<file path="src/rtl/ebt_pkg.sv">
// shared constants, types and reset values of the external bus timing block
package ebt_pkg;
  localparam int CNT_W = 8;
  localparam int WAIT_W = 5;
  localparam int BYTE_SEL = 0;

  // reset values of the timing fields
  localparam logic [WAIT_W-1:0] RD_WAIT_RST = 5'h1f;
  localparam logic [WAIT_W-1:0] RD_DELAY_RST = 5'h01;
  localparam logic [WAIT_W-1:0] WR_WAIT_RST = 5'h1f;
  localparam logic [WAIT_W-1:0] WR_DELAY_RST = 5'h00;
  localparam logic FULL_RATE_RST = 1'h0; // bus clock is half the system clock
  localparam logic LATCH_TWO_RST = 1'h0; // latch pulse one bus period long
  localparam logic MUX_RST = 1'h1;

  // counts in bus periods and in system cycles
  localparam logic [5:0] PER_ONE = 6'h01;
  localparam logic [5:0] PER_TWO = 6'h02;
  localparam logic [CNT_W-1:0] CNT_ZERO = 8'h00;
  localparam logic [CNT_W-1:0] CNT_ONE = 8'h01;
  localparam logic [CNT_W-1:0] HALF_CYC = 8'h01; // half a bus period
  localparam logic [15:0] ADDR_STEP = 16'h0001;

  typedef enum logic [2:0] {
    EBT_IDLE, EBT_PRESET, EBT_LATCH, EBT_LHOLD, EBT_WAIT, EBT_STROBE,
    EBT_WHOLD
  } ebt_state_e;

  typedef struct packed {
    logic [7:0] up;
    logic [15:0] low;
  } ebt_addr_s;

  typedef struct packed {
    logic [7:0] hi;
    logic [7:0] lo;
  } ebt_data_s;

  typedef struct packed {
    logic full_rate;
    logic latch_two;
    logic mux;
    logic [WAIT_W-1:0] rd_wait;
    logic [WAIT_W-1:0] rd_delay;
    logic [WAIT_W-1:0] wr_wait;
    logic [WAIT_W-1:0] wr_delay;
  } ebt_cfg_s;

  localparam ebt_cfg_s CFG_RST = '{FULL_RATE_RST, LATCH_TWO_RST, MUX_RST,
    RD_WAIT_RST, RD_DELAY_RST, WR_WAIT_RST, WR_DELAY_RST};
endpackage

</file>
<file path="src/rtl/ebt_tmr_if.sv">
// phase timer handshake between the cycle sequencer and its timer
`timescale 1ns/10ps
interface ebt_tmr_if;
  logic load;
  logic [ebt_pkg::CNT_W-1:0] count;
  logic done;
  modport owner (output load, output count, input done);
  modport timer (input load, input count, output done);
endinterface

</file>
<file path="src/rtl/ebt_timer.sv">
// phase length down counter used by the bus cycle sequencer
`timescale 1ns/10ps
module ebt_timer (
  input wire logic sys_clk_in,
  input wire logic reset_n_in,
  ebt_tmr_if.timer tmr
);
  typedef struct packed {
    logic [ebt_pkg::CNT_W-1:0] cnt;
  } ebt_tmr_s;

  ebt_tmr_s st_q;
  ebt_tmr_s st_d;

  // load wins over the running count, stop at zero
  always_comb begin
    st_d = st_q;
    if (tmr.load) begin
      st_d.cnt = tmr.count;
    end else if (st_q.cnt != ebt_pkg::CNT_ZERO) begin
      st_d.cnt = st_q.cnt - ebt_pkg::CNT_ONE;
    end
  end

  // done marks the last cycle of the loaded phase
  assign tmr.done = (st_q.cnt == ebt_pkg::CNT_ONE);

  always_ff @(posedge sys_clk_in) begin
    if (!reset_n_in) begin
      st_q <= '0;
    end else begin
      st_q <= st_d;
    end
  end
endmodule

</file>
<file path="src/rtl/ebt_cycle.sv">
// external bus cycle timing generator, multiplexed and non-multiplexed
// What this block does
// - time cycles from an internal bus clock that never reaches a pin
// - bus clock is system clock times ratio; half after reset, full option
// - latch pulse lasts one bus period after reset, two when programmed
// - address driven latch-length before pulse end, held half period after
// - read strobe starts read-delay periods after chip select, reset one; in mux mode not before latch and its hold end
// - read strobe lasts read wait minus read delay plus one periods
// - read end: chip select rises with read strobe; address released then
// - write strobe starts write-delay periods after chip select, reset zero; in mux mode not before one cycle past latch hold
// - write strobe lasts write wait minus write delay plus one periods
// - data, address, select held half period after write strobe rises
// - non-mux write data and address lead strobe by delay plus half
// - mux write data lead is delay minus 1.5, or 2.5 with long latch
// - wide write on byte bus splits; second address lead is delay minus half
// - mux: shared lines carry address then data; upper address separate
`timescale 1ns/10ps
module ebt_cycle (
  input wire logic sys_clk_in,
  input wire logic reset_n_in,
  input wire logic cfg_load_in,
  input wire logic bus_clock_divide_ratio_in,
  input wire logic address_latch_two_in,
  input wire logic mux_mode_in,
  input wire logic [4:0] read_wait_count_in,
  input wire logic [4:0] read_strobe_delay_count_in,
  input wire logic [4:0] write_wait_count_in,
  input wire logic [4:0] write_strobe_delay_count_in,
  input wire logic req_in,
  input wire logic req_write_in,
  input wire logic req_wide_in,
  input wire logic [23:0] req_addr_in,
  input wire logic [15:0] req_wdata_in,
  output logic req_ready_out,
  output logic ack_out,
  output logic [15:0] rdata_out,
  output logic busy_out,
  output logic chip_select_n_out,
  output logic address_latch_pulse_out,
  output logic read_strobe_n_out,
  output logic write_low_byte_strobe_n_out,
  output logic write_high_byte_strobe_n_out,
  output logic [15:0] shared_addr_data_lines_out,
  output logic shared_addr_data_lines_oe_out,
  input wire logic [15:0] shared_addr_data_lines_in,
  output logic [7:0] upper_address_lines_out,
  output logic [15:0] low_address_lines_out
);
  typedef struct packed {
    ebt_pkg::ebt_state_e st;
    ebt_pkg::ebt_cfg_s cfg;
    logic bus_clk;
    logic write;
    logic wide;
    logic second;
    ebt_pkg::ebt_addr_s addr;
    ebt_pkg::ebt_data_s wdata;
    logic cs_n;
    logic ale;
    logic rd_n;
    logic wrl_n;
    logic wrh_n;
    logic [15:0] ad_out;
    logic ad_oe;
    logic [15:0] low_addr;
    logic [7:0] up_addr;
    logic ack;
    logic [15:0] rdata;
    logic [15:0] sync1;
    logic [15:0] sync2;
    logic [7:0] ale_cnt;
    logic [7:0] cs_cnt;
    logic [7:0] stb_cnt;
  } ebt_cyc_s;

  ebt_cyc_s st_q;
  ebt_cyc_s st_d;
  ebt_tmr_if tmr ();

  logic start_ok;
  logic go_wait;
  logic lane_lo;
  logic lane_hi;
  logic [7:0] wait_cyc;
  logic [7:0] ale_cyc;
  logic [7:0] rd_delay_cyc;
  logic [7:0] wr_delay_cyc;
  logic [7:0] rd_len_cyc;
  logic [7:0] wr_len_cyc;
  logic [7:0] rd_pre_cyc;
  logic [7:0] wr_pre_cyc;
  logic [5:0] rd_len_per;
  logic [5:0] wr_len_per;

  ebt_timer u_timer (
    .sys_clk_in(sys_clk_in),
    .reset_n_in(reset_n_in),
    .tmr(tmr.timer)
  );

  // bus periods to system cycles; full rate has no half point, so a half
  // period rounds up to one cycle there
  function automatic logic [7:0] per(input logic full, input logic [5:0] n);
    per = full ? {2'h0, n} : {1'h0, n, 1'h0};
  endfunction

  function automatic logic [7:0] max8(input logic [7:0] a, input logic [7:0] b);
    max8 = (a > b) ? a : b;
  endfunction

  // phase lengths from the live configuration
  always_comb begin
    ale_cyc = per(st_q.cfg.full_rate,
      st_q.cfg.latch_two ? ebt_pkg::PER_TWO : ebt_pkg::PER_ONE);
    rd_delay_cyc = per(st_q.cfg.full_rate, {1'h0, st_q.cfg.rd_delay});
    wr_delay_cyc = per(st_q.cfg.full_rate, {1'h0, st_q.cfg.wr_delay});
    // a wait below its delay would give a negative width: clamp to one
    rd_len_per = (st_q.cfg.rd_wait >= st_q.cfg.rd_delay) ?
      {1'h0, st_q.cfg.rd_wait} - {1'h0, st_q.cfg.rd_delay} + ebt_pkg::PER_ONE :
      ebt_pkg::PER_ONE;
    wr_len_per = (st_q.cfg.wr_wait >= st_q.cfg.wr_delay) ?
      {1'h0, st_q.cfg.wr_wait} - {1'h0, st_q.cfg.wr_delay} + ebt_pkg::PER_ONE :
      ebt_pkg::PER_ONE;
    rd_len_cyc = per(st_q.cfg.full_rate, rd_len_per);
    wr_len_cyc = per(st_q.cfg.full_rate, wr_len_per);
    // mux: strobe cannot start before the latch and its hold are over
    rd_pre_cyc = st_q.cfg.mux ?
      max8(rd_delay_cyc, ale_cyc + ebt_pkg::HALF_CYC) : rd_delay_cyc;
    wr_pre_cyc = st_q.cfg.mux ? max8(wr_delay_cyc,
      ale_cyc + ebt_pkg::HALF_CYC + ebt_pkg::CNT_ONE) : wr_delay_cyc;
  end

  // cycles start only on a rising bus clock edge
  assign start_ok = st_q.cfg.full_rate || !st_q.bus_clk;
  assign req_ready_out = (st_q.st == ebt_pkg::EBT_IDLE) && start_ok;

  // sequencer: every phase is timed by the shared down counter
  always_comb begin
    st_d = st_q;
    go_wait = 1'h0;
    wait_cyc = ebt_pkg::CNT_ZERO;
    tmr.load = 1'h0;
    tmr.count = ebt_pkg::CNT_ONE;
    st_d.ack = 1'h0;
    st_d.sync1 = shared_addr_data_lines_in;
    st_d.sync2 = st_q.sync1;
    st_d.bus_clk = st_q.cfg.full_rate ? 1'h0 : ~st_q.bus_clk;
    st_d.ale_cnt = st_q.ale ? st_q.ale_cnt + ebt_pkg::CNT_ONE : ebt_pkg::CNT_ZERO;
    st_d.cs_cnt = st_q.cs_n ? ebt_pkg::CNT_ZERO : st_q.cs_cnt + ebt_pkg::CNT_ONE;
    st_d.stb_cnt = (st_q.rd_n && st_q.wrl_n && st_q.wrh_n) ?
      ebt_pkg::CNT_ZERO : st_q.stb_cnt + ebt_pkg::CNT_ONE;
    unique case (st_q.st)
      ebt_pkg::EBT_IDLE: begin
        // configuration only moves between cycles
        if (cfg_load_in) begin
          st_d.cfg = '{bus_clock_divide_ratio_in, address_latch_two_in,
            mux_mode_in, read_wait_count_in, read_strobe_delay_count_in,
            write_wait_count_in, write_strobe_delay_count_in};
        end
        if (req_in && start_ok) begin
          st_d.write = req_write_in;
          st_d.wide = req_wide_in;
          st_d.second = 1'h0;
          st_d.addr = req_addr_in;
          st_d.wdata = req_wdata_in;
          st_d.up_addr = st_d.addr.up;
          if (st_q.cfg.mux) begin
            // address on the shared lines for the latch pulse
            st_d.st = ebt_pkg::EBT_LATCH;
            st_d.cs_n = 1'h0;
            st_d.ale = 1'h1;
            st_d.ad_out = st_d.addr.low;
            st_d.ad_oe = 1'h1;
            tmr.load = 1'h1;
            tmr.count = ale_cyc;
          end else if (req_write_in) begin
            // half period of address and data ahead of the select
            st_d.st = ebt_pkg::EBT_PRESET;
            st_d.low_addr = st_d.addr.low;
            st_d.ad_out = {8'h00, st_d.wdata.lo};
            st_d.ad_oe = 1'h1;
            tmr.load = 1'h1;
            tmr.count = ebt_pkg::HALF_CYC;
          end else begin
            st_d.low_addr = st_d.addr.low;
            st_d.cs_n = 1'h0;
            go_wait = 1'h1;
            wait_cyc = rd_delay_cyc;
          end
        end
      end
      ebt_pkg::EBT_PRESET: begin
        if (tmr.done) begin
          st_d.cs_n = 1'h0;
          go_wait = 1'h1;
          wait_cyc = wr_delay_cyc;
        end
      end
      ebt_pkg::EBT_LATCH: begin
        if (tmr.done) begin
          st_d.ale = 1'h0;
          st_d.st = ebt_pkg::EBT_LHOLD;
          tmr.load = 1'h1;
          tmr.count = ebt_pkg::HALF_CYC;
        end
      end
      ebt_pkg::EBT_LHOLD: begin
        if (tmr.done) begin
          // shared lines turn from address to data, or float for a read
          if (st_q.write) begin
            st_d.ad_out = st_q.wide ? st_q.wdata :
              {st_q.wdata.lo, st_q.wdata.lo};
          end else begin
            st_d.ad_oe = 1'h0;
          end
          go_wait = 1'h1;
          wait_cyc = (st_q.write ? wr_pre_cyc : rd_pre_cyc) - ale_cyc -
            ebt_pkg::HALF_CYC;
        end
      end
      ebt_pkg::EBT_WAIT: begin
        if (tmr.done) begin
          go_wait = 1'h1;
        end
      end
      ebt_pkg::EBT_STROBE: begin
        if (tmr.done) begin
          if (st_q.write) begin
            st_d.wrl_n = 1'h1;
            st_d.wrh_n = 1'h1;
            st_d.st = ebt_pkg::EBT_WHOLD;
            tmr.load = 1'h1;
            tmr.count = ebt_pkg::HALF_CYC;
          end else begin
            // select, strobe and address all drop on the same edge
            st_d.rd_n = 1'h1;
            st_d.cs_n = 1'h1;
            st_d.ad_oe = 1'h0;
            st_d.low_addr = '0;
            st_d.up_addr = '0;
            st_d.rdata = st_q.cfg.mux ? st_q.sync2 :
              {8'h00, st_q.sync2[7:0]};
            st_d.ack = 1'h1;
            st_d.st = ebt_pkg::EBT_IDLE;
          end
        end
      end
      ebt_pkg::EBT_WHOLD: begin
        if (tmr.done) begin
          if (!st_q.cfg.mux && st_q.wide && !st_q.second) begin
            // high byte at the next address, select kept low
            st_d.second = 1'h1;
            st_d.low_addr = st_q.addr.low + ebt_pkg::ADDR_STEP;
            st_d.ad_out = {8'h00, st_q.wdata.hi};
            go_wait = 1'h1;
            wait_cyc = (wr_delay_cyc > ebt_pkg::CNT_ZERO) ?
              wr_delay_cyc - ebt_pkg::HALF_CYC : ebt_pkg::CNT_ZERO;
          end else begin
            st_d.cs_n = 1'h1;
            st_d.ad_oe = 1'h0;
            st_d.low_addr = '0;
            st_d.up_addr = '0;
            st_d.ack = 1'h1;
            st_d.st = ebt_pkg::EBT_IDLE;
          end
        end
      end
      default: begin
        st_d.st = ebt_pkg::EBT_IDLE;
      end
    endcase
    // enter the strobe wait, or the strobe itself when no wait is left
    lane_lo = !st_d.cfg.mux || st_d.wide || !st_d.addr.low[ebt_pkg::BYTE_SEL];
    lane_hi = st_d.cfg.mux && (st_d.wide || st_d.addr.low[ebt_pkg::BYTE_SEL]);
    if (go_wait) begin
      tmr.load = 1'h1;
      if (wait_cyc == ebt_pkg::CNT_ZERO) begin
        st_d.st = ebt_pkg::EBT_STROBE;
        if (st_d.write) begin
          st_d.wrl_n = !lane_lo;
          st_d.wrh_n = !lane_hi;
          tmr.count = wr_len_cyc;
        end else begin
          st_d.rd_n = 1'h0;
          tmr.count = rd_len_cyc;
        end
      end else begin
        st_d.st = ebt_pkg::EBT_WAIT;
        tmr.count = wait_cyc;
      end
    end
  end

  always_ff @(posedge sys_clk_in) begin
    if (!reset_n_in) begin
      st_q <= '0;
      st_q.cfg <= ebt_pkg::CFG_RST;
      st_q.cs_n <= 1'h1;
      st_q.rd_n <= 1'h1;
      st_q.wrl_n <= 1'h1;
      st_q.wrh_n <= 1'h1;
    end else begin
      st_q <= st_d;
    end
  end

  // pins come straight from the state; the bus clock itself stays inside
  assign ack_out = st_q.ack;
  assign rdata_out = st_q.rdata;
  assign busy_out = (st_q.st != ebt_pkg::EBT_IDLE);
  assign chip_select_n_out = st_q.cs_n;
  assign address_latch_pulse_out = st_q.ale;
  assign read_strobe_n_out = st_q.rd_n;
  assign write_low_byte_strobe_n_out = st_q.wrl_n;
  assign write_high_byte_strobe_n_out = st_q.wrh_n;
  assign shared_addr_data_lines_out = st_q.ad_out;
  assign shared_addr_data_lines_oe_out = st_q.ad_oe;
  assign upper_address_lines_out = st_q.up_addr;
  assign low_address_lines_out = st_q.low_addr;

  logic wr_n;
  assign wr_n = st_q.wrl_n && st_q.wrh_n;
endmodule

</file>
<file path="config.mk">
export PLATFORM = sky130hd
export DESIGN_NAME = ebt_cycle
export DESIGN_NICKNAME = d
export VERILOG_FILES = /design/src/rtl/ebt_pkg.sv /design/src/rtl/ebt_tmr_if.sv /design/src/rtl/ebt_timer.sv /design/src/rtl/ebt_cycle.sv
export SDC_FILE = /design/constraint.sdc
export NUM_CORES = 1
export LEC_CHECK = 0
export ABC_AREA = 1
export BUFFER_PORTS_ARGS = -buffer_cell sky130_fd_sc_hd__clkbuf_2
export CAP_MARGIN = 20
export CORE_AREA = 2 2 178 180
export CTS_CLUSTER_SIZE = 14
export DETAILED_ROUTE_END_ITERATION = 10
export DIE_AREA = 0 0 180 182
export PLACE_DENSITY = 0.43
export RECOVER_POWER = 50
export SLEW_MARGIN = 20
export SYNTH_ARGS = -nofsm -noshare
export SYNTH_HDL_FRONTEND = slang
export SYNTH_SLANG_ARGS = --single-unit
</file>
<file path="constraint.sdc">
create_clock -name sys_clk_in -period 4.3 [get_ports sys_clk_in]
set_input_delay 0.86 -clock sys_clk_in [delete_from_list [all_inputs] [get_ports sys_clk_in]]
set_output_delay 0.86 -clock sys_clk_in [all_outputs]
set_load 0.02 [all_outputs]
</file>
### Word level (Yosys, flattened, before mapping)

Cells that the tools add are included.

* bitwise operators: 3
* reductions and logical operators: 40
* add/subtract/negate cells: 11
* mux-type cells: 101
* $lt $le $gt $ge: 5
* equality and inequality tests: 29

Operators by type and width (count)
* 42-bit 2-to-1 mux: 3
* 16-bit 2-to-1 mux: 6
* 8-bit 2-to-1 mux: 11
* 24-bit one-hot mux with 3 select lines: 1
* 17-bit 2-to-1 mux: 4
* 6-bit 2-to-1 mux: 10
* 3-bit 2-to-1 mux: 17
* 16-bit one-hot mux with 3 select lines: 1
* 45-bit 2-to-1 mux: 1
* 21-bit 2-to-1 mux: 2
* 41-bit 2-to-1 mux: 1
* 8-bit one-hot mux with 4 select lines: 1
* 1-bit 2-to-1 mux: 27
* 2-bit != test (second input constant): 12
* 7-bit 2-to-1 mux: 3
* 3-bit != test (second input constant): 6
* 16-bit by 1-bit adder with 16-bit output (second input constant): 1
* 8-bit by 1-bit subtractor with 8-bit output (second input constant): 2
* 3-bit one-hot mux with 5 select lines: 1
* 7-bit AND reduction: 2
* 6-bit by 1-bit adder with 6-bit output (second input constant): 2
* 6-bit AND reduction: 2
* 5-bit by 5-bit subtractor with 6-bit output: 2
* 5-bit >= comparator: 2
* other kinds (36): 69

* output and inout bits: 65
* bits of input ports: 85
* word-level logic and storage cells: 220
* bits in registers: 173

### Longest topological paths before layout

Gate-level depths: netlist of run 1.

* word-level depth: 16
* depth in mapped cells: 28
* depth with buffers taken out: 27

### Hierarchy

A second synthesis of run 1 with hierarchy kept.

* cells, all modules: 1292
* area total of the unflattened synthesis: 9237.6 µm²

Modules (own cells, without submodules)
* ebt_cycle: instances 1, cells an instance 1204, seq. area each 3143.0 µm², area each 8687.1 µm²
* ebt_timer: instances 1, cells an instance 88, seq. area each 160.2 µm², area each 550.5 µm²

### Worst setup path before layout of run 1

Ideal clock, no wire load.

* kind: register to register
* start: reg st_q[185] in the netlist's numbering
* end: reg st_q (netlist bit read_strobe_n_out)
* path slack: 0.772 ns
* clock period less this slack: 3.528 ns
* library setup time: 0.126 ns
* cell stages (with the launch flop): 27
* data arrival time: 3.403 ns
* path buffers: 2
* data required time: 4.174 ns
* cells stage by stage: dfxtp_1 -> buf_6 -> inv_4 -> buf_6 -> nand2_4 -> nand2_1 -> ha_1 -> a21oi_1 -> o21ai_0 -> nand2_1 -> nand2_1 -> a21oi_1 -> o21ai_0 -> o21ai_0 -> ha_1 -> fa_1 -> nand2_1 -> nand3_1 -> o21bai_1 -> nor2_1 -> nand4_1 -> nor2_4 -> nand2_4 -> inv_2 -> nand2_2 -> o22ai_2 -> nand2_1

* cells in the longest elaborated chain, start to end: 14
* elaborated cells on any way between the ends: 35
* those cells by class: 5 x add/sub; 3 x order compare; 24 x mux; 3 x reduce/logical

RTL lines
* from (decl): line ebt_cycle.sv:76 `ebt_cyc_s st_q;`
* from (signal assigned): line ebt_cycle.sv:303 `st_q <= st_d;`
* 3-bit 2-to-1 mux: line ebt_cycle.sv:104 `per = full ? {2'h0, n} : {1'h0, n, 1'h0};`
* 3-bit by 1-bit adder with 4-bit output: line ebt_cycle.sv:128, ebt_cycle.sv:130
* 4-bit by 1-bit adder with 5-bit output: line ebt_cycle.sv:130 `ale_cyc + ebt_pkg::HALF_CYC + ebt_pkg::CNT_ONE) : wr_delay_cyc;`
* 6-bit by 5-bit greater-than comparator with 1-bit output: line ebt_cycle.sv:108 `max8 = (a > b) ? a : b;`
* 6-bit 2-to-1 mux: line ebt_cycle.sv:108
* 6-bit 2-to-1 mux: line ebt_cycle.sv:129 `wr_pre_cyc = st_q.cfg.mux ? max8(wr_delay_cyc,`
* 8-bit 2-to-1 mux: line ebt_cycle.sv:217 `wait_cyc = (st_q.write ? wr_pre_cyc : rd_pre_cyc) - ale_cyc -`
* 8-bit by 3-bit subtractor with 8-bit output: line ebt_cycle.sv:217
* 8-bit by 1-bit subtractor with 8-bit output: line ebt_cycle.sv:217
* 8-bit 2-to-1 mux: line ebt_cycle.sv:208 `if (tmr.done) begin`
* 8-bit one-hot mux with 4 select lines: line ebt_cycle.sv:152 `unique case (st_q.st)`
* 8-bit zero test: line ebt_cycle.sv:277 `if (wait_cyc == ebt_pkg::CNT_ZERO) begin`
* 3-bit 2-to-1 mux: line ebt_cycle.sv:277
* 3-bit 2-to-1 mux *: line ebt_cycle.sv:275 `if (go_wait) begin`

Mark *: on every way between the ends. The rest lies on a longest branch, timed or not. The select of a mux whose other input is x is not followed.
A chain may end at the register's enable or synchronous reset.

### Final worst setup path of run 1

* start: reg st_q[184] in the netlist's numbering
* end: reg st_q (netlist bit read_strobe_n_out)

* cells in the longest elaborated chain, start to end: 15
* elaborated cells on any way between the ends: 18
* those cells by class: 4 x add/sub; 2 x order compare; 11 x mux; 1 x reduce/logical

RTL lines
* 2-bit 2-to-1 mux *: line ebt_cycle.sv:114 `st_q.cfg.latch_two ? ebt_pkg::PER_TWO : ebt_pkg::PER_ONE);`
* 3-bit 2-to-1 mux *: line ebt_cycle.sv:104
* 3-bit by 1-bit adder with 4-bit output: line ebt_cycle.sv:128, ebt_cycle.sv:130
* 4-bit by 1-bit adder with 5-bit output: line ebt_cycle.sv:130
* 6-bit by 5-bit greater-than comparator with 1-bit output: line ebt_cycle.sv:108
* 6-bit 2-to-1 mux: line ebt_cycle.sv:108
* 6-bit 2-to-1 mux: line ebt_cycle.sv:129
* 8-bit 2-to-1 mux: line ebt_cycle.sv:217
* 8-bit by 3-bit subtractor with 8-bit output *: line ebt_cycle.sv:217
* 8-bit by 1-bit subtractor with 8-bit output *: line ebt_cycle.sv:217
* 8-bit 2-to-1 mux *: line ebt_cycle.sv:208
* 8-bit one-hot mux with 4 select lines *: line ebt_cycle.sv:152
* 8-bit zero test *: line ebt_cycle.sv:277
* 3-bit 2-to-1 mux *: line ebt_cycle.sv:277
* 3-bit 2-to-1 mux *: line ebt_cycle.sv:275

Mark *: on every way between the ends. The rest lies on a longest branch, timed or not.

==> impl_metrics.py, run 1 <==
metrics = {
    "timing": {
        "finalHoldViolCount": 0,
        "slew_headroom_pct": 3.50,
        "worstMarginPinSlew_ns": 1.45,
        "tns_ns": 0,
        "fmax_ghz": 0.258,
        "holdWs_ns": 0.413,
        "period_share_pct": 90.0,
        "finalSetupViolations": 0,
        "rsz0062_at_grt": "false",
        "drv_slew": 0,
        "worst_slack_ns": 0.428,
        "layout_min_cycle_time_ns": 3.87,
        "finClkSkew_ns": 0.0135,
    },
    "detailed_routing": {
        "first_pass_iters": 7,
        "routedWlPerCell_um": 16.0,
        "vias": 8385,
        "postRouteAntennaNets": 0,
        "drc": 0,
        "drt_iter0_markers": 501,
        "via_per_inst": 4.79,
        "wl_mm": 28.0,
    },
    "final_layout": {
        "drive_gt1_share_pct": 13.5,
        "final_nets": 1465,
        "antennaDiodeCount": 0,
        "layoutNonFillerInstCount": 1751,
        "final_cell_mix": "nand2_1 (203), dfxtp_1 (164), inv_1 (149), o21ai_0 (126), a21oi_1 (113)",
        "nFillCells": 3432,
        "syn_to_final_growth_pct": 13.4,
        "mostFrequentLayoutCell": "nand2_1",
    },
    "floorplan": {
        "die-area_um2": 32800,
        "core_um2": 31000,
        "io_pins": 150,
        "dieHeight_um": 182,
        "die_x_um": 180,
        "row_count": 65,
        "start_util_pct": 29.5,
    },
    "synthesis": {
        "ys_types": 55,
        "yosys.area.top_type": "dfxtp_1",
        "synth.area.top_cells": "dfxtp_1 (36%), nand2_1 (8.4%), o21ai_0 (6.9%), a21oi_1 (6.2%), inv_1 (6.1%)",
        "synth.avg_cell_area_um2": 7.22,
        "synth_top_area_share_pct": 36.1,
        "synth_edf_count": 0,
        "synth_seq_cells": 165,
        "syn_area_um2": 9140,
        "syn-instance-count": 1266,
        "synthFlopType": "dfxtp_1",
        "synth_nets": 1395,
        "synthArstFlopShare_pct": 0,
        "ys_seq_area_share_pct": 36.1,
        "yosys_warnings": 0,
    },
    "worst_setup_path": {
        "reg2reg_from": "st_q[184]$_SDFFE_PN0P_",
        "r2r_cells": 23,
        "slowest_stage": "fa_1",
        "crit_start": "st_q[184]$_SDFFE_PN0P_",
        "cp.arrival_ns": 4.18,
        "cpLargestDelayFamily": "adder cells",
        "cp.required_ns": 4.61,
        "r2r_setup_slack_ns": 0.43,
        "slowest_delay_ns": 0.46,
        "cp_num_cells": 23,
        "critPathCapture": "read_strobe_n_out$_SDFF_PN1_",
        "critPathKind": "flip-flop to flip-flop",
        "cp_cell_sequence": "inv_1 > ha_1 > ha_1 > nand2_1 > o21ai_0 > nand2_1 > nand2_2 > a21oi_1 > o21ai_0 > o21ai_0 > ha_1 > fa_1 > nand2_1 > nand3_1 > o21bai_1 > nor2_1 > nand4_1 > nor2_4 > nand2_4 > inv_2 > nand2_2 > o22ai_2 > nand2_1",
        "cpMostUsedCell": "nand2_1",
        "end_kind": "flip-flop",
        "start_kind": "flip-flop",
        "cp_max_fo": 7,
        "critical_path_buf_inv_count": 2,
        "r2r_end": "read_strobe_n_out$_SDFF_PN1_",
    },
    "global_route": {
        "grt_start_max_net_pins": 74,
        "overflow": 0,
        "grt_pass1_vias": 8157,
        "gr-usage-all-layers_pct": 17.4,
        "grt_antenna_before_repair": 0,
        "grt_pass1_wl_mm": 45.0,
    },
    "min_path": {
        "hold_depth": 2,
        "hold_class": "flip-flop to flip-flop",
    },
    "power": {
        "powerDensity_nw_per_um2": 672,
        "vdd_ir_drop_max_v": 0.000319,
        "p_total_mw": 6.96,
        "p_leak_nw": 4.72,
    },
    "clocking": {
        "clkSlewWorstSetupHoldPaths_ns": 0.07,
        "clock_path_buffers": 2,
        "worstSkewPairLatency_ns": 0.45,
        "cts_sinks": 165,
        "cts_setup_buffers": 0,
        "numCtsBuffers": 17,
        "cts_tree": "built",
        "cts_root_buffer": "clkbuf_16",
        "htreeDepth": 4,
    },
    "placement": {
        "place_ws_ns": 0.262,
        "gp_congestion": 0.862,
        "hpwl_mm": 20.9,
        "place_inst": 1719,
        "numPortBuffers": 149,
    },
    "flow_run": {
        "max_cap_viol_count": 0,
    },
    "run_status": {
        "outcome": "finished, final reports clean",
    },
}
-- per-layer routing --
layer / track usage [%] / wire [µm]
met5: 0 / 0
met1: 23.3 / 13500
met3: 3.03 / 1130
met4: 4.59 / 369
met2: 28.8 / 13000
-- what timing repair did --
action                     in CTS  in global routing
setup endpoints to repair       0                 11
hold buffers                    0                  0
gates resized for setup         0                  3
-- cells in the mapped netlist (2+ instances only) --
cell	instances
nand2_1	204
dfxtp_1	165
inv_1	149
o21ai_0	126
a21oi_1	113
nor2_1	103
nand3_1	90
buf_4	57
clkbuf_1	43
ha_1	39
o211ai_1	22
a31oi_1	18
xor2_1	14
inv_2	9
nor3_1	9
nand2_2	8
nand4_1	7
nor2_4	6
a221oi_1	5
buf_2	5
fa_1	5
o21ai_1	5
a211oi_1	4
nand2_4	4
o22ai_1	4
buf_1	3
buf_6	3
inv_4	3
nor2_2	3
nor3_2	3
o31ai_1	3
xnor2_1	3
a221oi_2	2
clkinv_1	2
nand3_2	2
nand3b_1	2
nor3b_1	2
o21bai_1	2
o41ai_1	2
or2_2	2
-- cell type report --
type / instances / area [µm²] / area share (%)
clock buffers: 17 / 425 / 4.10
flip-flops and latches: 165 / 3310 / 31.9
repair buffers: 162 / 762 / 7.35
well taps: 402 / 503 / 4.85
inverters: 163 / 619 / 5.98
clock inverters: 15 / 188 / 1.81
multi-input cells: 827 / 4560 / 44.0
-- cells by family after synthesis --
| family | synth area share [%] |
|---|---|
| AO/OA/AOI/OAI | 19.4 |
| AND/OR/NAND/NOR | 22.3 |
| flip-flops | 36.1 |
| multiplexers | 0.110 |
| adder cells (fa/ha/maj) | 6.43 |
| XOR/XNOR | 1.63 |
| buffers and inverters | 14.0 |
-- stage by stage --
| stage | util [%] | instance area (µm²) |
|---|---|---|
| 2_1_floorplan | - | 9140 |
| 3_3_place_gp | 31.7 | 9830 |
| 3_5_place_dp | 31.7 | 9830 |
| 4_1_cts | 33.7 | 10400 |
| 5_1_grt | 33.4 | 10400 |
| 6_report | 33.4 | 10400 |
-- worst min path at each step --
| stage | start | end |
|---|---|---|
| after detailed placement | st_d[25]$_SDFF_PN0_ | st_q[25]$_SDFF_PN0_ |
| after global placement | st_d[31]$_SDFF_PN0_ | st_q[31]$_SDFF_PN0_ |
| final | st_d[30]$_SDFF_PN0_ | st_q[30]$_SDFF_PN0_ |
| after floorplan | st_d[24]$_SDFF_PN0_ | st_q[24]$_SDFF_PN0_ |
| after CTS | st_d[25]$_SDFF_PN0_ | st_q[25]$_SDFF_PN0_ |
| after global routing | st_d[28]$_SDFF_PN0_ | st_q[28]$_SDFF_PN0_ |
-- flip-flops by register name, indices dropped and copies added (netlist names) --
| signal | count |
|---|---|
| ack_out | 1 |
| write_high_byte_strobe_n_out | 1 |
| low_address_lines_out | 16 |
| write_low_byte_strobe_n_out | 1 |
| u_timer.st_q | 8 |
| shared_addr_data_lines_oe_out | 1 |
| read_strobe_n_out | 1 |
| st_d | 16 |
| st_q | 78 |
| upper_address_lines_out | 8 |
| address_latch_pulse_out | 1 |
| shared_addr_data_lines_out | 16 |
| chip_select_n_out | 1 |
| rdata_out | 16 |
-- tightest hold or removal path: stages (launching register included) --
cell and delay (ns):
dfxtp_1 0.31, nand2_1 0.04, inv_1 0.04
-- report_power, final --
group,leakage (nW),switching (mW),internal [mW]
Combinational,3.06,2.15,1.05
Clock,0.291,0.763,0.835
Sequential,1.36,0.251,1.91
Total,4.72,3.17,3.80
Power figures use the tool's default switching activity.
==> run 2: changes to the inputs <==
--- a/config.mk
+++ b/config.mk
@@ -8,13 +8,15 @@
 export ABC_AREA = 1
 export BUFFER_PORTS_ARGS = -buffer_cell sky130_fd_sc_hd__clkbuf_2
 export CAP_MARGIN = 20
-export CORE_AREA = 2 2 178 180
+export CORE_AREA = 2 2 179 181
 export CTS_CLUSTER_SIZE = 14
 export DETAILED_ROUTE_END_ITERATION = 10
-export DIE_AREA = 0 0 180 182
+export DIE_AREA = 0 0 181 183
+export MAX_ROUTING_LAYER = met4
 export PLACE_DENSITY = 0.43
 export RECOVER_POWER = 50
 export SLEW_MARGIN = 20
 export SYNTH_ARGS = -nofsm -noshare
 export SYNTH_HDL_FRONTEND = slang
+export SYNTH_HIERARCHICAL = 1
 export SYNTH_SLANG_ARGS = --single-unit
==> impl_metrics.py, run 2 <==
metrics = {
    "detailed_routing": {
        "postRouteAntennaNets": 0,
        "via_per_inst": 4.71,
        "first_pass_iters": 7,
        "drc": 0,
        "drt_iter0_markers": 481,
        "vias": 8447,
        "wl_mm": 28.0,
        "routedWlPerCell_um": 15.6,
    },
    "synthesis": {
        "synth.avg_cell_area_um2": 7.15,
        "syn_area_um2": 9240,
        "ys_types": 56,
        "yosys.area.top_type": "dfxtp_1",
        "synth_edf_count": 0,
        "synthFlopType": "dfxtp_1",
        "synth.area.top_cells": "dfxtp_1 (36%), nand2_1 (10%), a21oi_1 (6.7%), o21ai_0 (6.1%), inv_1 (5.6%)",
        "synth_top_area_share_pct": 35.8,
        "yosys_warnings": 6,
        "synth_common_cells": "nand2_1 (248), dfxtp_1 (165), inv_1 (138)",
        "synth_nets": 1423,
        "synth.most_common_cell": "nand2_1",
        "ys_seq_area_share_pct": 35.8,
        "syn-instance-count": 1292,
        "synth_seq_cells": 165,
        "synthArstFlopShare_pct": 0,
    },
    "final_layout": {
        "mostFrequentLayoutCell": "nand2_1",
        "stdcell_area_um2": 10600,
        "drive_gt1_share_pct": 15.8,
        "syn_to_final_growth_pct": 15.2,
        "max_flop_register": "st_q",
        "largest_reg_flops": 78,
        "final_cell_mix": "nand2_1 (245), dfxtp_1 (163), inv_1 (137), a21oi_1 (122), nor2_1 (112)",
        "final_nets": 1507,
        "finalCoreUtilization_pct": 34.1,
    },
    "global_route": {
        "grt_antenna_before_repair": 1,
        "gr-usage-all-layers_pct": 17.6,
        "grt_pass1_wl_mm": 44.7,
        "grt_start_max_net_pins": 66,
        "overflow": 0,
        "grt_pass1_vias": 8345,
    },
    "floorplan": {
        "row_count": 65,
        "start_util_pct": 29.6,
        "die-area_um2": 33100,
        "core_um2": 31200,
        "io_pins": 150,
        "dieHeight_um": 183,
        "die_x_um": 181,
    },
    "run_status": {
        "outcome": "complete, but fails checks",
        "violations": "max-capacitance violations, max-slew violations",
    },
    "worst_setup_path": {
        "cp.arrival_ns": 4.35,
        "slowest_delay_ns": 0.40,
        "end_kind": "flip-flop",
        "cpMostUsedCell": "nand2_1",
        "critPathKind": "flip-flop to flip-flop",
        "cp.required_ns": 4.67,
        "start_kind": "flip-flop",
        "slowest_stage": "fa_1",
        "cp_max_fo": 8,
    },
    "placement": {
        "hpwl_mm": 20.7,
        "dpl-instance-area_um2": 9980,
        "gp_congestion": 0.896,
        "numPortBuffers": 149,
    },
    "clocking": {
        "htreeDepth": 4,
        "cts_sinks": 165,
        "clkSlewWorstSetupHoldPaths_ns": 0.07,
        "cts_root_buffer": "clkbuf_16",
        "ctsHoldBuffers": 0,
        "cts_tree": "built",
        "worstSkewPairLatency_ns": 0.44,
        "numCtsBuffers": 17,
        "clock_path_buffers": 2,
    },
    "timing": {
        "worstMarginPinSlew_ns": 1.52,
        "finClkSkew_ns": 0.0104,
        "finalHoldViolCount": 0,
        "finalSetupViolations": 0,
        "fmax_ghz": 0.251,
        "layout_min_cycle_time_ns": 3.98,
        "slew_headroom_pct": -1.13,
        "drv_slew": 40,
        "period_share_pct": 92.6,
        "holdWs_ns": 0.407,
    },
    "power": {
        "powerDensity_nw_per_um2": 718,
        "vdd_ir_drop_max_v": 0.000285,
        "p_total_mw": 7.64,
        "p_leak_nw": 4.80,
    },
    "flow_run": {
        "max_cap_viol_count": 1,
    },
    "min_path": {
        "hold_class": "flip-flop to flip-flop",
    },
}
-- run 2: per-stage QoR --
step / instances / TNS (ns) / setup slack (ns)
2_1_floorplan: 1292 / 0 / 0.354
3_3_place_gp: 1754 / 0 / 0.181
3_5_place_dp: 1754 / 0 / 0.144
4_1_cts: 1786 / 0 / 0.137
5_1_grt: 1792 / -0.0853 / -0.0511
6_report: 1792 / 0 / 0.319
-- run 2: final cells by class --
cell class	count	area [µm²]
antenna	1	2.50
clock buffer	18	439
clock inverter	14	146
fill	3478	20600
inverter	157	596
multi-input combinational	864	4770
sequential	165	3310
tap	402	503
timing repair buffer	171	875
-- run 2: kinds of logic after synthesis --
logic type,after synthesis,share of synthesized area [%]
adder cells (fa/ha/maj),46,6.64
flip-flops,165,35.8
buffers and inverters,263,13.5
AND/OR/NAND/NOR,498,24.1
XOR/XNOR,11,1.04
AO/OA/AOI/OAI,309,19.0
-- run 2: layer usage --
| metal | track usage [%] | share of wire (%) |
|---|---|---|
| met5 | - | 0 |
| met4 | 5.46 | 1.4 |
| met3 | 3.02 | 4.2 |
| met2 | 27.7 | 45 |
| met1 | 23.0 | 49 |
-- run 2: final timing paths --
kind | start | end | slack (ns) | cells after the start
max | st_q[185]$_SDFFE_PN0P_ | u_timer/st_q[6]$_SDFFE_PN0P_ | 0.32 | 29
min | st_d[31]$_SDFF_PN0_ | st_q[31]$_SDFF_PN0_ | 0.41 | 2
max reg2reg | st_q[185]$_SDFFE_PN0P_ | u_timer/st_q[6]$_SDFFE_PN0P_ | 0.32 | 29
min reg2reg | st_d[31]$_SDFF_PN0_ | st_q[31]$_SDFF_PN0_ | 0.41 | 2
-- run 2: worst max-delay path, delay by kind of cell, from the launching register on --
| family | cells | cell delay, ns |
|---|---|---|
| and+or+nand+nor | 19 | 1.74 |
| adders and majority gates | 4 | 1.05 |
| AOI/OAI and AO/OA | 4 | 0.57 |
| DFF | 1 | 0.38 |
| buffers and inverters | 2 | 0.20 |
-- run 2: power breakdown --
| part | internal (mW) | switching (mW) |
|---|---|---|
| clock | 0.830 | 0.704 |
| sequential | 1.92 | 0.269 |
| combinational | 1.35 | 2.57 |
| total | 4.10 | 3.54 |
-- run 2: what timing repair did --
action                     in CTS  in global routing
setup buffers                   0                  3
resized for setup               0                 30
setup endpoints to repair       0                  7
==> run 3: changes to the inputs <==
--- a/config.mk
+++ b/config.mk
@@ -8,15 +8,14 @@
 export ABC_AREA = 1
 export BUFFER_PORTS_ARGS = -buffer_cell sky130_fd_sc_hd__clkbuf_2
 export CAP_MARGIN = 20
-export CORE_AREA = 2 2 179 181
+export CORE_AREA = 2 2 178 180
 export CTS_CLUSTER_SIZE = 14
 export DETAILED_ROUTE_END_ITERATION = 10
-export DIE_AREA = 0 0 181 183
+export DIE_AREA = 0 0 180 182
 export MAX_ROUTING_LAYER = met4
 export PLACE_DENSITY = 0.43
 export RECOVER_POWER = 50
 export SLEW_MARGIN = 20
 export SYNTH_ARGS = -nofsm -noshare
 export SYNTH_HDL_FRONTEND = slang
-export SYNTH_HIERARCHICAL = 1
 export SYNTH_SLANG_ARGS = --single-unit
==> impl_metrics.py, run 3 (same netlist as run 1, synthesis figures left out) <==
metrics = {
    "flow_run": {
        "max_cap_viol_count": 0,
    },
    "timing": {
        "finalHoldViolCount": 0,
        "slew_headroom_pct": 6.15,
        "period_share_pct": 89.5,
        "fmax_ghz": 0.260,
        "finClkSkew_ns": 0.0162,
        "rsz0062_at_grt": "false",
        "worstMarginPinSlew_ns": 1.41,
        "layout_min_cycle_time_ns": 3.85,
        "finalSetupViolations": 0,
        "holdWs_ns": 0.412,
        "worst_slack_ns": 0.452,
        "drv_slew": 0,
        "tns_ns": 0,
    },
    "power": {
        "p_total_mw": 7.03,
        "powerDensity_nw_per_um2": 677,
        "clkPwrFrac_pct": 24.0,
        "vdd_ir_drop_max_v": 0.000298,
        "switching_share_pct": 44.6,
        "p_sw_mw": 3.13,
        "p_leak_nw": 4.72,
        "seqPwrFrac_pct": 30.7,
        "p_int_mw": 3.90,
        "p_comb_share_pct": 45.4,
    },
    "min_path": {
        "hold_class": "flip-flop to flip-flop",
        "worst_hold_startpoint": "st_d[31]$_SDFF_PN0_",
    },
    "detailed_routing": {
        "first_pass_iters": 5,
        "drc": 0,
        "via_per_inst": 4.74,
        "vias": 8303,
        "postRouteAntennaNets": 0,
        "wl_mm": 28.0,
        "drt_iter0_markers": 436,
        "routedWlPerCell_um": 16.0,
    },
    "placement": {
        "place_inst": 1718,
        "place_ws_ns": 0.243,
        "gp_congestion": 0.878,
        "hpwl_mm": 20.8,
        "numPortBuffers": 149,
    },
    "worst_setup_path": {
        "reg2reg_from": "st_q[184]$_SDFFE_PN0P_",
        "cp.arrival_ns": 4.16,
        "start_kind": "flip-flop",
        "crit_start": "st_q[184]$_SDFFE_PN0P_",
        "cp.required_ns": 4.61,
        "end_kind": "flip-flop",
        "critPathKind": "flip-flop to flip-flop",
        "cp_max_fo": 7,
    },
    "clocking": {
        "ctsHoldBuffers": 0,
        "cts_tree": "built",
        "cts_setup_buffers": 0,
        "worstSkewPairLatency_ns": 0.45,
        "clkSlewWorstSetupHoldPaths_ns": 0.07,
        "numCtsBuffers": 17,
        "cts_root_buffer": "clkbuf_16",
        "clock_path_buffers": 2,
        "cts_sinks": 165,
        "htreeDepth": 4,
    },
    "global_route": {
        "gr-usage-all-layers_pct": 17.9,
        "grt_start_max_net_pins": 75,
        "grt_pass1_wl_mm": 44.8,
        "grt_antenna_before_repair": 0,
        "overflow": 0,
        "grt_pass1_vias": 8214,
    },
    "final_layout": {
        "layoutNonFillerInstCount": 1750,
        "syn_to_final_growth_pct": 13.6,
        "max_flop_register": "st_q",
        "mostFrequentLayoutCell": "nand2_1",
        "drive_gt1_share_pct": 13.3,
        "largest_reg_flops": 78,
        "final_cell_mix": "nand2_1 (203), dfxtp_1 (164), inv_1 (149), o21ai_0 (126), a21oi_1 (113)",
        "final_nets": 1464,
        "antennaDiodeCount": 0,
        "nFillCells": 3461,
    },
    "floorplan": {
        "row_count": 65,
        "dieHeight_um": 182,
        "die_x_um": 180,
        "core_um2": 31000,
        "die-area_um2": 32800,
        "start_util_pct": 29.5,
        "io_pins": 150,
    },
    "run_status": {
        "outcome": "finished, final reports clean",
    },
}
run 3: changes by cell type in the layout (fill, tap and decap cells not counted), moves of 10 or more:
cell      previous run  this run
inv_1              137       149
o211ai_1            12        22
nand3_1             79        90
nand2_1            245       203
o21ai_0            108       126
run 3: per-layer routing:
| layer | vias up | global-route usage, % | wire [µm] |
|---|---|---|---|
| li1 | 4258 | - | - |
| met3 | 32 | 3.71 | 1160 |
| met1 | 3829 | 22.9 | 13400 |
| met2 | 184 | 28.4 | 12900 |
| met4 | 0 | 5.37 | 524 |
| met5 | - | - | 0 |
run 3: per-stage QoR:
| stage | instance area [µm²] | utilization, % |
|---|---|---|
| 6_report | 10400 | 33.5 |
| 5_1_grt | 10400 | 33.5 |
| 4_1_cts | 10500 | 33.8 |
| 3_5_place_dp | 9820 | 31.7 |
| 3_3_place_gp | 9820 | 31.7 |
| 2_1_floorplan | 9140 | - |
run 3: layout make-up:
class                           count  area [µm²]  area share, %
Multi-Input combinational cell    827        4560           43.9
Sequential cell                   165        3310           31.9
Timing Repair Buffer              161         752           7.24
Inverter                          163         619           5.97
Tap cell                          402         503           4.85
Clock buffer                       17         425           4.10
Clock inverter                     15         215           2.07
run 3: final timing paths:
kind,to,slack [ns],cells after the start
hold / removal,st_q[31]$_SDFF_PN0_,0.41,2
setup reg to reg,read_strobe_n_out$_SDFF_PN1_,0.45,23
setup / recovery,read_strobe_n_out$_SDFF_PN1_,0.45,23
hold reg to reg,st_q[31]$_SDFF_PN0_,0.41,2
run 3: power by group through the flow:
stage          clock [mW]  sequential (mW)  combinational [mW]
3_5_place_dp            0             2.19                3.25
3_3_place_gp            0             2.19                3.26
2_1_floorplan           0             2.12                2.61
5_1_grt              1.80             2.20                3.65
4_1_cts              1.73             2.16                3.28
6_report             1.69             2.15                3.19
run 3: repair_timing:
item                                    4_1_cts  5_1_grt
resized for setup                             0        3
endpoints found under the setup margin        0       11
hold endpoints to repair                      0        0
run 3: critical path, stage by stage, from the launching register on:
cell and delay, ns:
dfxtp_1 0.37, inv_1 0.10, ha_1 0.36, ha_1 0.32, nand2_1 0.05, o21ai_0 0.13, nand2_1 0.11, nand2_2 0.13
a21oi_1 0.07, o21ai_0 0.09, o21ai_0 0.13, ha_1 0.22, fa_1 0.40, xor2_1 0.17, nand3_1 0.08, o21ai_0 0.07
nor2_1 0.13, nand4_1 0.16, nor2_4 0.19, nand2_4 0.11, inv_2 0.09, nand2_2 0.06, o22ai_2 0.11, nand2_1 0.06
